[config.mk]
export PLATFORM = sky130hd
export DESIGN_NAME = ctstr_regs
export DESIGN_NICKNAME = d
export VERILOG_FILES = /design/src/core/ctstr_pkg.sv /design/src/core/ctstr_regs.sv
export SDC_FILE = /design/constraint.sdc
export NUM_CORES = 1
export LEC_CHECK = 0
export ABC_AREA = 1
export BUFFER_PORTS_ARGS = -buffer_cell sky130_fd_sc_hd__buf_2
export CAP_MARGIN = 30
export CORE_MARGIN = 8
export CORE_UTILIZATION = 59
export CTS_CLUSTER_SIZE = 25
export DETAILED_ROUTE_END_ITERATION = 8
export GPL_TIMING_DRIVEN = 1
export PLACE_DENSITY_LB_ADDON = 0.08
export SETUP_SLACK_MARGIN = 0.2
export SLEW_MARGIN = 5
export SYNTH_ARGS = -nofsm -noshare
export SYNTH_HDL_FRONTEND = slang
export SYNTH_SLANG_ARGS = --single-unit
[constraint.sdc]
create_clock -name core_clk_in -period 4 [get_ports core_clk_in]
set_clock_uncertainty 0.05 [all_clocks]
set_input_delay 0.8 -clock core_clk_in [delete_from_list [all_inputs] [get_ports core_clk_in]]
set_output_delay 0.8 -clock core_clk_in [all_outputs]
set_load 0.05 [all_outputs]
[src/core/ctstr_pkg.sv]
package ctstr_pkg;
   // ----------------------------------------
   // Sizes
   // ----------------------------------------
   localparam int unsigned CTSTR_NUM_TRIG = 32;
   localparam int unsigned CTSTR_NUM_CHAN = 4;
   localparam int unsigned CTSTR_NUM_GPO = 8;
   localparam int unsigned CTSTR_NUM_TAG = 4;
   localparam int unsigned CTSTR_AW = 12;
   localparam int unsigned CTSTR_NUM_EVT = 5;

   // ----------------------------------------
   // Register offsets (byte addresses)
   // ----------------------------------------
   localparam logic [11:0] TRIGGER_OUTPUT_LEVEL_VIEW_OFS = 12'h134;
   localparam logic [11:0] CHANNEL_INPUT_LEVEL_VIEW_OFS = 12'h138;
   localparam logic [11:0] CHANNEL_OUTPUT_LEVEL_VIEW_OFS = 12'h13c;
   localparam logic [11:0] CHANNEL_PROPAGATION_GATE_OFS = 12'h140;
   localparam logic [11:0] EXTERNAL_OUTPUT_CONTROL_OFS = 12'h144;
   localparam logic [11:0] EVENT_STATUS_OFS = 12'h148;
   localparam logic [11:0] EVENT_MASK_OFS = 12'h14c;
   localparam logic [11:0] TEST_CHANNEL_PULSE_OFS = 12'hee4;
   localparam logic [11:0] TEST_TRIGGER_FORCE_OFS = 12'hee8;
   localparam logic [11:0] TEST_CHANNEL_LATCH_OFS = 12'hef4;
   localparam logic [11:0] TEST_TRIGGER_LATCH_OFS = 12'hef8;
   localparam logic [11:0] INTEGRATION_MODE_CONTROL_OFS = 12'hf00;
   localparam logic [11:0] OWNERSHIP_TAG_SET_OFS = 12'hfa0;
   localparam logic [11:0] OWNERSHIP_TAG_CLEAR_OFS = 12'hfa4;
   localparam logic [11:0] AFFINITY_LOW_WORD_OFS = 12'hfa8;
   localparam logic [11:0] AFFINITY_HIGH_WORD_OFS = 12'hfac;

   // ----------------------------------------
   // Field positions and reset values
   // ----------------------------------------
   localparam int unsigned INTEGRATION_MODE_BIT = 0;
   localparam int unsigned EVT_TRIG_BIT = 4;
   localparam logic [3:0] GATE_RESET = 4'hf;
   localparam logic [3:0] TAG_IMPLEMENTED = 4'hf;
   localparam logic [7:0] GPO_RESET = 8'h00;

   // ----------------------------------------
   // Carriers
   // ----------------------------------------
   typedef struct packed {
      logic [11:0] addr;
      logic [31:0] wdata;
      logic wr;
      logic rd;
   } ctstr_bus_req_t;

   typedef struct packed {
      logic [CTSTR_NUM_TRIG-1:0] trig;
      logic [CTSTR_NUM_CHAN-1:0] chan;
   } ctstr_evt_t;

   typedef struct packed {
      ctstr_evt_t sync1;
      ctstr_evt_t sync2;
      ctstr_evt_t sync3;
      ctstr_evt_t level;
      logic [3:0] gate;
      logic [7:0] gpo;
      logic [3:0] pulse;
      logic [31:0] force_lvl;
      logic [3:0] chan_latch;
      logic [31:0] trig_latch;
      logic int_mode;
      logic [3:0] tag;
      logic [4:0] evt_status;
      logic [4:0] evt_mask;
      logic [31:0] trig_out;
      logic [3:0] chan_out;
      logic [3:0] chan_in_gated;
      logic irq;
      logic [31:0] rdata;
   } ctstr_state_t;
endpackage : ctstr_pkg

[src/core/ctstr_regs.sv]
`timescale 1ns/10ps
// Notes on behaviour
// - Read-only view of all 32 trigger output levels, 1 high, 0 low.
// - Read-only view of the 4 channel input levels.
// - Read-only view of the 4 channel output levels.
// - Status views sample live levels; short pulses usually read as 0.
// - Gate bit per channel lets events leave; all four reset to 1.
// - 8-bit register drives general-purpose output bus directly; resets to zero.
// - In integration mode, writing 1 pulses that channel output for one cycle; self-clearing field.
// - 32-bit force register drives trigger outputs in integration mode; reads return stored value.
// - Sticky latch per channel input sets, in integration mode only, on any pulse that passes the input filter.
// - Reading a latch register clears the bits it returned.
// - Sticky latch per trigger input, read through its own register.
// - Integration mode enable bit 0, resets to 0.
// - Tag set location sets bits on write 1; reads all ones.
// - Tag clear location clears bits on write 1; reads current tag.
// - Tag bits affect nothing else in the unit.
// - Affinity low word returns tie-off bits 31:0.
// - Affinity high word returns tie-off bits 63:32.
// - Gate masks channel inputs too; exactly four channels.
module ctstr_regs
   import ctstr_pkg::*;
(
   input wire logic core_clk_in,
   input wire logic reset_in,
   input wire logic [11:0] reg_addr_in,
   input wire logic [31:0] reg_wdata_in,
   input wire logic reg_wr_in,
   input wire logic reg_rd_in,
   output logic [31:0] reg_rdata_out,
   input wire logic [31:0] trig_in,
   input wire logic [3:0] chan_in,
   input wire logic [31:0] map_trig_out_in,
   input wire logic [3:0] map_chan_out_in,
   input wire logic [63:0] affinity_in,
   output logic [31:0] trig_out,
   output logic [3:0] chan_out,
   output logic [3:0] chan_in_gated_out,
   output logic [7:0] gpo_out,
   output logic irq_out
);

   ctstr_bus_req_t req;
   ctstr_evt_t rise;
   ctstr_state_t st_r;
   ctstr_state_t st_nxt;

   assign req = '{addr: reg_addr_in, wdata: reg_wdata_in, wr: reg_wr_in, rd: reg_rd_in};

   // ----------------------------------------
   // Input edges
   // ----------------------------------------
   // Filtered level only moves when stages two and three agree
   genvar gi;
   generate
      for (gi = 0; gi < CTSTR_NUM_TRIG; gi++)
      begin : g_trig
         assign rise.trig[gi] = (st_r.sync2.trig[gi] == st_r.sync3.trig[gi])
            && st_r.sync3.trig[gi] && !st_r.level.trig[gi];
      end
      for (gi = 0; gi < CTSTR_NUM_CHAN; gi++)
      begin : g_chan
         assign rise.chan[gi] = (st_r.sync2.chan[gi] == st_r.sync3.chan[gi])
            && st_r.sync3.chan[gi] && !st_r.level.chan[gi];
      end
   endgenerate

   // ----------------------------------------
   // Next state
   // ----------------------------------------
   always_comb
   begin
      logic [4:0] evt;
      logic [3:0] chan_hit;
      logic [31:0] trig_hit;
      evt = '0;
      chan_hit = '0;
      trig_hit = '0;
      st_nxt = st_r;

      st_nxt.sync1 = '{trig: trig_in, chan: chan_in};
      st_nxt.sync2 = st_r.sync1;
      st_nxt.sync3 = st_r.sync2;
      for (int i = 0; i < CTSTR_NUM_TRIG; i++)
      begin
         if (st_r.sync2.trig[i] == st_r.sync3.trig[i])
         begin
            st_nxt.level.trig[i] = st_r.sync3.trig[i];
         end
      end
      for (int i = 0; i < CTSTR_NUM_CHAN; i++)
      begin
         if (st_r.sync2.chan[i] == st_r.sync3.chan[i])
         begin
            st_nxt.level.chan[i] = st_r.sync3.chan[i];
         end
      end

      // Self-clearing: a written pulse lives for one cycle only
      st_nxt.pulse = '0;

      // Latches are cleared by a read; a pulse in the same cycle still sets
      if (req.rd && req.addr == TEST_CHANNEL_LATCH_OFS)
      begin
         chan_hit = st_r.chan_latch;
      end
      if (req.rd && req.addr == TEST_TRIGGER_LATCH_OFS)
      begin
         trig_hit = st_r.trig_latch;
      end
      st_nxt.chan_latch = (st_r.chan_latch & ~chan_hit)
         | (st_r.int_mode ? st_r.level.chan : 4'h0);
      st_nxt.trig_latch = (st_r.trig_latch & ~trig_hit)
         | (st_r.int_mode ? st_r.level.trig : 32'h0);

      evt[3:0] = rise.chan;
      evt[EVT_TRIG_BIT] = |rise.trig;

      if (req.wr)
      begin
         case (req.addr)
            CHANNEL_PROPAGATION_GATE_OFS: st_nxt.gate = req.wdata[3:0];
            EXTERNAL_OUTPUT_CONTROL_OFS: st_nxt.gpo = req.wdata[7:0];
            EVENT_STATUS_OFS: st_nxt.evt_status = st_r.evt_status & ~req.wdata[4:0];
            EVENT_MASK_OFS: st_nxt.evt_mask = req.wdata[4:0];
            TEST_CHANNEL_PULSE_OFS: st_nxt.pulse = req.wdata[3:0];
            TEST_TRIGGER_FORCE_OFS: st_nxt.force_lvl = req.wdata;
            INTEGRATION_MODE_CONTROL_OFS:
               st_nxt.int_mode = req.wdata[INTEGRATION_MODE_BIT];
            OWNERSHIP_TAG_SET_OFS: st_nxt.tag = st_r.tag | req.wdata[3:0];
            OWNERSHIP_TAG_CLEAR_OFS: st_nxt.tag = st_r.tag & ~req.wdata[3:0];
            default: st_nxt.tag = st_nxt.tag;
         endcase
      end
      // Set wins over a write-one-to-clear in the same cycle
      st_nxt.evt_status = st_nxt.evt_status | evt;

      // ----------------------------------------
      // Pin drive
      // ----------------------------------------
      // Tag is deliberately absent from every output path
      if (st_r.int_mode)
      begin
         st_nxt.trig_out = st_r.force_lvl;
         st_nxt.chan_out = st_r.pulse;
      end
      else
      begin
         st_nxt.trig_out = map_trig_out_in;
         st_nxt.chan_out = map_chan_out_in & st_r.gate;
      end
      // Input gating: a closed channel never reaches the mapping logic
      st_nxt.chan_in_gated = st_r.level.chan & st_r.gate;
      st_nxt.irq = |(st_r.evt_status & st_r.evt_mask);

      // ----------------------------------------
      // Read data, one cycle after the strobe
      // ----------------------------------------
      st_nxt.rdata = '0;
      if (req.rd)
      begin
         case (req.addr)
            TRIGGER_OUTPUT_LEVEL_VIEW_OFS: st_nxt.rdata = st_r.trig_out;
            CHANNEL_INPUT_LEVEL_VIEW_OFS:
               st_nxt.rdata = {28'h0000000, st_r.level.chan};
            CHANNEL_OUTPUT_LEVEL_VIEW_OFS:
               st_nxt.rdata = {28'h0000000, st_r.chan_out};
            CHANNEL_PROPAGATION_GATE_OFS: st_nxt.rdata = {28'h0000000, st_r.gate};
            EXTERNAL_OUTPUT_CONTROL_OFS: st_nxt.rdata = {24'h000000, st_r.gpo};
            EVENT_STATUS_OFS: st_nxt.rdata = {27'h0000000, st_r.evt_status};
            EVENT_MASK_OFS: st_nxt.rdata = {27'h0000000, st_r.evt_mask};
            TEST_CHANNEL_PULSE_OFS: st_nxt.rdata = 32'h00000000;
            TEST_TRIGGER_FORCE_OFS: st_nxt.rdata = st_r.force_lvl;
            TEST_CHANNEL_LATCH_OFS:
               st_nxt.rdata = {28'h0000000, st_r.chan_latch};
            TEST_TRIGGER_LATCH_OFS: st_nxt.rdata = st_r.trig_latch;
            INTEGRATION_MODE_CONTROL_OFS: st_nxt.rdata = {31'h00000000, st_r.int_mode};
            OWNERSHIP_TAG_SET_OFS: st_nxt.rdata = {28'h0000000, TAG_IMPLEMENTED};
            OWNERSHIP_TAG_CLEAR_OFS: st_nxt.rdata = {28'h0000000, st_r.tag};
            AFFINITY_LOW_WORD_OFS: st_nxt.rdata = affinity_in[31:0];
            AFFINITY_HIGH_WORD_OFS: st_nxt.rdata = affinity_in[63:32];
            default: st_nxt.rdata = 32'h00000000;
         endcase
      end
   end

   // ----------------------------------------
   // State register
   // ----------------------------------------
   always_ff @(posedge core_clk_in)
   begin
      if (reset_in)
      begin
         st_r <= '0;
         st_r.gate <= GATE_RESET;
         st_r.gpo <= GPO_RESET;
      end
      else
      begin
         st_r <= st_nxt;
      end
   end

   assign reg_rdata_out = st_r.rdata;
   assign trig_out = st_r.trig_out;
   assign chan_out = st_r.chan_out;
   assign chan_in_gated_out = st_r.chan_in_gated;
   assign gpo_out = st_r.gpo;
   assign irq_out = st_r.irq;

endmodule : ctstr_regs

### Word-level counts from Yosys, hierarchy flattened

Index checks and enable logic that the tools add are counted.

* register bits after elaboration: 316
* bits in read-only memories: 0
* memories kept: 0
* logic and storage cells: 258
* bits in latches: 0
* bits in writable memories: 0

* add/sub/neg operators: 0
* shift operators: 0
* divide/modulo/power cells: 0
* reduce and logical (&&, ||, !) cells: 121
* equality and inequality tests: 52
* multiply operators: 0
* magnitude comparators: 0
* bitwise gates (word level): 18
* muxes and demuxes: 10

Operator list (number)
* $pmux 32 s15: 1
* $eq 12x12->1 const B: 9
* $eq 12x9->1 const B: 7
* $logic_and 1x1->1: 74
* $mux 32: 2
* $eq 1x1->1: 36
* $logic_not 1->1: 36
* $mux 36: 1
* $and 32x32->32: 1
* $not 32->32: 1
* $or 32x32->32: 1
* $reduce_or 32->1: 1
* $and 4x4->4: 4
* $reduce_and 2->1: 6
* $and 5x5->5: 2
* $mux 10: 1
* $mux 5: 2
* $mux 4: 2
* $not 4->4: 2
* $or 4x4->4: 2
* $pmux 4 s2: 1
* $not 5->5: 1
* $or 5x5->5: 1
* $reduce_or 5->1: 1
* other kinds (4): 6

### Longest topological paths before layout

Gate-level depths: netlist (run 1).

* word-level depth: 6
* mapped depth: 13

### Worst setup path after synthesis (run 1)

OpenSTA, ideal clock, no wires.

* path type: in2reg
* start point: input port reg_addr_in[0]
* end point: register st_r (netlist bit reg_rdata_out[6])
* setup time: 0.119 ns
* setup slack: 1.999 ns
* path buffers: 2
* arrival: 1.832 ns
* required time: 3.831 ns
* stages on the path: 11
* cells stage by stage: inv_1 > nand2_2 > nor2_1 > buf_4 > o21ai_0 > nand3_1 > nor2_1 > nand2_2 > nand2_4 > buf_6 > nor2_2

* word-level cells in the longest chain between the ends: 2

RTL lines
* start: declaration: line ctstr_regs.sv:26 `input wire logic [11:0] reg_addr_in,`
* $eq 12x12->1 or $eq 12x9->1 (tied branches): line ctstr_regs.sv:162 `case (req.addr)`
* $pmux 32 s15 (*): line ctstr_regs.sv:162
* end signal: assignment: line ctstr_regs.sv:200 `st_r <= st_nxt;`
* end: declaration: line ctstr_regs.sv:45 `ctstr_state_t st_r;`

Every way passes the cells marked *; elsewhere a longest branch is shown, timed or not.
A chain may end at the register's enable or synchronous reset.

### Worst setup path after layout (run 1)

* start point: input port reg_addr_in[8]
* end point: register st_r[136] (netlist bit)

* word-level cells in the longest chain between the ends: 2

RTL lines
* $eq 12x12->1: line ctstr_regs.sv:121 `case (req.addr)`
* $reduce_and 2->1 (no line)

Every way passes these cells.

==> impl_results.md, run 1 <==
* Synth Register Bits at 316
* Clk root buf: clkbuf_16
* Max Slew Vio Count at 0
* Seq/Total Area, Yosys at 0.476
* Setup Crit Path Kind: input pin to flop
* GR Util All Layers at 0.258
* Hold Crit Class: flop to flop
* Reg2Reg Launch Point: st_r[87]
* Synth cell types at 37
* Fillers at 1,994
* Antenna violations before repair at 2
* DP Cell Count at 2,150
* Nets at 2,118
* Worst-path clk slew at 60 ps
* Cell area after synthesis at 13,300 µm²
* Num ports at 265
* DP HPWL at around 27,000 µm
* Total wire length at 36,700 µm
* Clk_lat worst skew at around 550 ps
* Post-CTS setup buffers at 0
* DR vias/cell at 5.14
* Grt total ovfl at 0
* Pin count of the biggest net entering global routing at 88
* Row count at 55
* Routed Antenna Nets at 0
* Endpoint class of the critical path: flop
* # port buffers at 264
* Setup violations, final at 0
* DR vias at 11.4k
* Status: complete, no violations
* Worst Min Path Start: st_nxt[259]
* DRC viols at 0
* Post-Place Worst Slack at 972 ps
* Die height at between 150 and 200 µm
* Period utilization at 0.620
* Unrepaired setup endpoints after global routing: false
* Leakage Power at 0.00713 µW
* Non-filler cells, final at 2,210
* CP Launch Type: input pin
* Gp weighted congestion at just under 1
* Vias in the first global route at 10.9k
* Setup crit start: reg_addr_in[8]
* First-pass GRT wire length at 58,200 µm
* VDD IR max at 0.391 mV
* Setup_tns at 0 ps
* Min cycle time layout at ~2500 ps
* Hold Violations, Final at 0
* Core ar. at 22,400 µm²
* Post-synth ARST share at 0
* Pre-antenna DRT Iters at 6
* Clk buf depth at 3
* Most area-consuming cells after synthesis: dfxtp_1 (48%), nand2_1 (9.2%), nor2_1 (7.4%)
* Post-synth EDFFs at 0
* Maximum clock rate at 0.403 GHz
* Slew @ Worst Pin at 951 ps
* Mapped Cells at ~1.7k
* CTS tree: done
* Routed WL per cell at about 17 µm
* Crit path required time at 4370 ps
* Dominant cell type by area after synthesis: dfxtp_1
* Initial DRC count at 1,128
* Max-slew headroom at 0.365
* Syn_area_per_cell at roughly 7.6 µm²
* Power per Cell Area at 430 nW/µm²
* Layout cell share with drive strength beyond 1 at 0.205
* Initial Utilization at 0.595
* CP arrival at 2850 ps
* Max Cap Viol at 0
* CTS Buf Count at 31
* Clk sink count at around 320
* Synth top area share at 0.476
* Commonest register cell after synthesis: dfxtp_1
* Post-cts hold buffer count at 0
* Syn Nets at 1,966
* CP max FO at 43
* H-tree levels at 1
* Die Wd at 166 µm
* CTS resizes at 0
* Die area at ~28,000 µm²
* Final WS setup at approximately 1500 ps
* P&R area growth vs syn at 13.4%
* Yosys Warn Count at 0
-- final cells by class --
cell class	count	area, µm²	share of cell area
Tap cell	285	357	0.0237
Sequential cell	316	6330	0.420
Inverter	211	792	0.0525
Multi-Input combinational cell	1061	5170	0.343
Clock buffer	46	882	0.0585
Timing Repair Buffer	277	1450	0.0959
Clock inverter	12	97.6	0.00647
Antenna cell	2	5.00	0.000332
-- Yosys cell counts, types with 3 or more instances --
| library cell | number |
|---|---|
| a211oi_1 | 9 |
| a211oi_2 | 4 |
| a21oi_1 | 115 |
| buf_2 | 19 |
| buf_4 | 85 |
| buf_6 | 10 |
| clkbuf_1 | 44 |
| dfxtp_1 | 316 |
| ha_1 | 36 |
| inv_1 | 205 |
| inv_2 | 5 |
| nand2_1 | 327 |
| nand2_2 | 6 |
| nand3_1 | 70 |
| nand4_1 | 27 |
| nor2_1 | 263 |
| nor2_2 | 35 |
| nor2_4 | 7 |
| nor3_1 | 4 |
| nor4_1 | 3 |
| o21ai_0 | 133 |
| o221ai_1 | 4 |
-- path summary, 6_finish.rpt --
| check | to | slack, ps | cells after the start |
|---|---|---|---|
| setup / recovery | st_r[136] | 1520 | 10 |
| hold / removal | st_nxt[223] | 350 | 2 |
| setup reg to reg | trig_out[10] | 2190 | 3 |
| hold reg to reg | st_nxt[223] | 350 | 2 |
-- layer usage --
metal / vias to the layer above / part of all wire / wire, µm / global-route usage
li1: 5732 / - / - / -
met1: 5053 / 0.44 / 16200 / 0.340
met2: 467 / 0.44 / 16000 / 0.406
met3: 96 / 0.082 / 3020 / 0.0554
met4: 2 / 0.041 / 1490 / 0.106
met5: - / 0.00030 / 11 / 0
-- per-stage QoR --
stage | hold WS, ps | total power [µW] | cell area [µm²] | utilization
finish | 349 | 6490 | 15100 | 0.674
global route | 361 | 6750 | 15100 | 0.674
CTS | 351 | 6550 | 15100 | 0.674
detailed placement | 343 | 3770 | 14100 | 0.630
global placement | 338 | 3760 | 14100 | 0.630
floorplan | 338 | 3610 | 13300 | -
-- flip-flops by register name (all words and copies together) (netlist names), named ones only --
register and cells:
st_r 159, st_nxt 72, irq_out 1, reg_rdata_out 32, chan_in_gated_out 4, chan_out 4
trig_out 32, gpo_out 8
-- report_power, final --
group / internal (µW) / switching [µW]
registers: 3230 / 46.6
logic: 144 / 282
clock network: 1590 / 1190
total: 4970 / 1520
-- cell usage in the layout, fill, tap and decap left out, types with 7 or more instances in the layout --
| master | count |
|---|---|
| a211oi_1 | 9 |
| clkbuf_16 | 31 |
| nand4_1 | 27 |
| a21oi_1 | 115 |
| buf_4 | 12 |
| nand3_1 | 70 |
| nor2_4 | 7 |
| clkinv_2 | 7 |
| ha_1 | 36 |
| dfxtp_1 | 315 |
| o21ai_0 | 133 |
| inv_1 | 204 |
| buf_2 | 263 |
| nand2_1 | 327 |
| nor2_2 | 35 |
| clkbuf_1 | 10 |
| nor2_1 | 263 |
-- critical path: stages --
cell and delay [ps]:
buf_2 110, inv_1 60, nand2_1 80, nor2_4 400, nand3_4 330, nor2_4 150, buf_4 260, inv_2 300
o21ai_0 270, a21oi_1 60
-- kinds of logic after synthesis --
kind of cell	after synthesis	share of synthesized area
fa+ha+maj	36	0.0339
flops	316	0.476
simple gates	752	0.244
compound gates	273	0.111
buf+inv	369	0.136
(Power assumes the default switching activity.)
==> run 2, diff against run 1 <==
--- a/config.mk
+++ b/config.mk
@@ -9,7 +9,7 @@
 export BUFFER_PORTS_ARGS = -buffer_cell sky130_fd_sc_hd__buf_2
 export CAP_MARGIN = 30
 export CORE_MARGIN = 8
-export CORE_UTILIZATION = 59
+export CORE_UTILIZATION = 55
 export CTS_CLUSTER_SIZE = 25
 export DETAILED_ROUTE_END_ITERATION = 8
 export GPL_TIMING_DRIVEN = 1
==> constraint.sdc (replaced) <==
create_clock -name core_clk_in -period 2.5 [get_ports core_clk_in]
set_clock_uncertainty 0.05 [all_clocks]
set_input_delay 0.5 -clock core_clk_in [delete_from_list [all_inputs] [get_ports core_clk_in]]
set_output_delay 0.5 -clock core_clk_in [all_outputs]
set_load 0.05 [all_outputs]
==> run 2 against run 1 <==
  * Combinational power grew 60%
  * Global-route usage shrank 1.8 points
  * Hold slack lost 250 ps
  * Sequential cell count is the same
  * First-iteration DRC count shrank 17%
  * Register-to-register slack lost 1200 ps
  * Critical endpoint is now trig_out[0]
  * Highest routed layer unchanged
==> impl_results.md, run 2 (same netlist as run 1, synthesis figures left out) <==
* Worst reg2reg path depth at 9 (was 3)
* CTS tree: done (unchanged)
* # port buffers at 264 (unchanged)
* Hold Violations, Final at 0 (unchanged)
* CP Buf/Inv Count at 1 (was 4)
* GR Util All Layers at 0.240 (was 0.258)
* Routed Antenna Nets at 0 (unchanged)
* Worst path max stage delay at 420 ps (was 400 ps)
* DR vias/cell at 4.97 (was 5.14)
* Met2 Usage GRT at 0.374 (was 0.406)
* Initial DRC count at 935 (was 1,128)
* DP HPWL at 26,600 µm (about the same)
* Worst-path clk slew at 60 ps (about the same)
* R2R Path End: st_r[82] (was trig_out[10])
* Worst Min Path Start: trig_in[20] (was st_nxt[259])
* GR met3 Demand/Resource at 0.0409 (was 0.0554)
* Most common cell after layout, fill and taps aside: nand2_1 (unchanged)
* Post-CTS setup buffers at 0 (unchanged)
* Period utilization at 0.727
* Crit path required time at 1950 ps (was 4370 ps)
* Reg2Reg Launch Point: st_r[243] (was st_r[87])
* Pin count of the biggest net entering global routing at 94 (was 88)
* H-tree levels at 1 (unchanged)
* CP max FO at 2 (was 43)
* WHS Endpoint: st_nxt[268] (was st_nxt[223])
* Hold path depth at 3 (was 2)
* Clk root buf: clkbuf_16 (unchanged)
* CTS Buf Count at 31 (unchanged)
* Initial Utilization at 0.553 (was 0.595)
* Status: complete, no violations (unchanged)
* Grt total ovfl at 0 (unchanged)
* VDD IR max at 0.505 mV (was 0.391 mV)
* Pre-antenna DRT Iters at 5 (was 6)
* Antenna violations before repair at 1 (was 2)
* Cells along the critical path: buf_2 (was buf_2 -> inv_1 -> nand2_1 -> nor2_4 -> nand3_4 -> nor2_4 -> buf_4 -> inv_2 -> o21ai_0 -> a21oi_1)
* Setup violations, final at 0 (unchanged)
* Nets at 2,127 (was 2,118)
* Clk sink count at 316 (unchanged)
* Worst path top cell family by delay: flip-flops (was simple AND/OR/NAND/NOR gates)
* DRC viols at 0 (unchanged)
* Min cycle time layout at 1820 ps
* Max Slew Vio Count at 0 (unchanged)
* Biggest register: st_r (unchanged)
* Unrepaired setup endpoints after global routing: false (unchanged)
* Row count at 57 (was 55)
* Max Cap Viol at 0 (unchanged)
* Core ar. at 24,000 µm² (was 22,400 µm²)
* DR vias at 11.2k (was 11.4k)
* Smallest hold slack at 100 ps (was 349 ps)
* Total wire length at 36,300 µm (was 36,700 µm)
* P&R area growth vs syn at 14.3% (was 13.4%)
* GR met1 Demand/Resource at 0.333 (was 0.340)
* Clk buf depth at 3 (unchanged)
* Die Wd at 171 µm (was 166 µm)
* Num ports at 265 (unchanged)
* Setup_tns at 0 ps (unchanged)
* CP Launch Type: flop (was input pin)
* Post-route design area at 15,200 µm² (was 15,100 µm²)
* First-pass GRT wire length at 56,000 µm (was 58,200 µm)
* Max-slew headroom at 0.559 (was 0.365)
* R2R setup slack at 990 ps (was 2190 ps)
* Final WS setup at 681 ps (was 1520 ps)
* CTS resizes at 0 (unchanged)
* Power per Cell Area at 676 nW/µm² (was 430 nW/µm²)
* Vias in the first global route at 10.5k (was 10.9k)
* Layout cell share with drive strength beyond 1 at 0.208 (was 0.205)
* Die area at 29,400 µm² (was 27,600 µm²)
* Most frequent cells in the layout: nand2_1 (327), dfxtp_1 (315), nor2_1 (263), buf_2 (263), inv_1 (204) (unchanged)
* Gp weighted congestion at 0.921 (was 0.961)
* Post-placement cell area at 14,300 µm² (was 14,100 µm²)
* Endpoint class of the critical path: output pin (was flop)
* Slew @ Worst Pin at 661 ps (was 951 ps)
* Grt peak-use layer: met2 (unchanged)
* Maximum clock rate at 0.550 GHz
* Die height at 171 µm (was 166 µm)
* Leakage Power at 0.00717 µW (was 0.00713 µW)
* Clk_lat worst skew at 550 ps (about the same)
* Setup Crit Path Kind: flop to output pin (was input pin to flop)
* Largest register FFs at 159 (unchanged)
* CP arrival at 1270 ps (was 2850 ps)
* Critical-path top delay cell: dfxtp_1 (was nor2_4)
* Hold Crit Class: input pin to flop (was flop to flop)
* Post-cts hold buffer count at 0 (unchanged)
* Post-Place Worst Slack at 207 ps (was 972 ps)
* Routed WL per cell at 16.1 µm (was 16.6 µm)
==> run 2: worst register-to-register path, cell delays in order, from the launching register on <==
cell and delay (ps):
dfxtp_1 320, ha_1 190, nand2_1 60, nand2_1 50, nor2_1 90, nand4_1 100, nor3_1 320, nand3_1 120
nand2_1 80, inv_1 40
==> run 2: where the power goes <==
| group | switching, µW | internal [µW] | total [µW] |
|---|---|---|---|
| registers | 70.8 | 5170 | 5250 |
| clock network | 1860 | 2480 | 4340 |
| logic | 449 | 234 | 683 |
==> run 2: metal layers <==
layer  part of all wire  routed length [µm]
met3              0.084                3060
met2               0.44               15900
met1               0.45               16400
met4              0.026                 957
met5            0.00030                  11
==> run 2: how the worst max path moves through the flow <==
stage | start | to | cells after the start
after floorplan | reg_addr_in[0] | reg_rdata_out[6] | 11
after global placement | reg_addr_in[10] | reg_rdata_out[31] | 11
after detailed placement | reg_addr_in[10] | reg_rdata_out[0] | 11
after CTS | trig_out[0] | trig_out[0] | 1
after global routing | reg_addr_in[10] | reg_rdata_out[31] | 11
final | trig_out[0] | trig_out[0] | 1
==> run 2: area by class of cell <==
cell class                 instances  area [µm²]
antenna                            1        2.50
clock buffer                      42         857
clock inverter                    11        86.3
fill                            2209        8830
inverter                         211         792
multi-input combinational       1061        5170
sequential                       316        6330
tap                              324         405
timing repair buffer             286        1560
==> run 2: through the flow <==
| step | instances | total power (µW) | utilization |
|---|---|---|---|
| after global routing | 2251 | 10700 | 0.632 |
| after detailed placement | 2198 | 6040 | 0.593 |
| after floorplan | 1746 | 5780 | - |
| after global placement | 2198 | 6020 | 0.593 |
| after CTS | 2251 | 10400 | 0.632 |
| final | 2252 | 10300 | 0.633 |
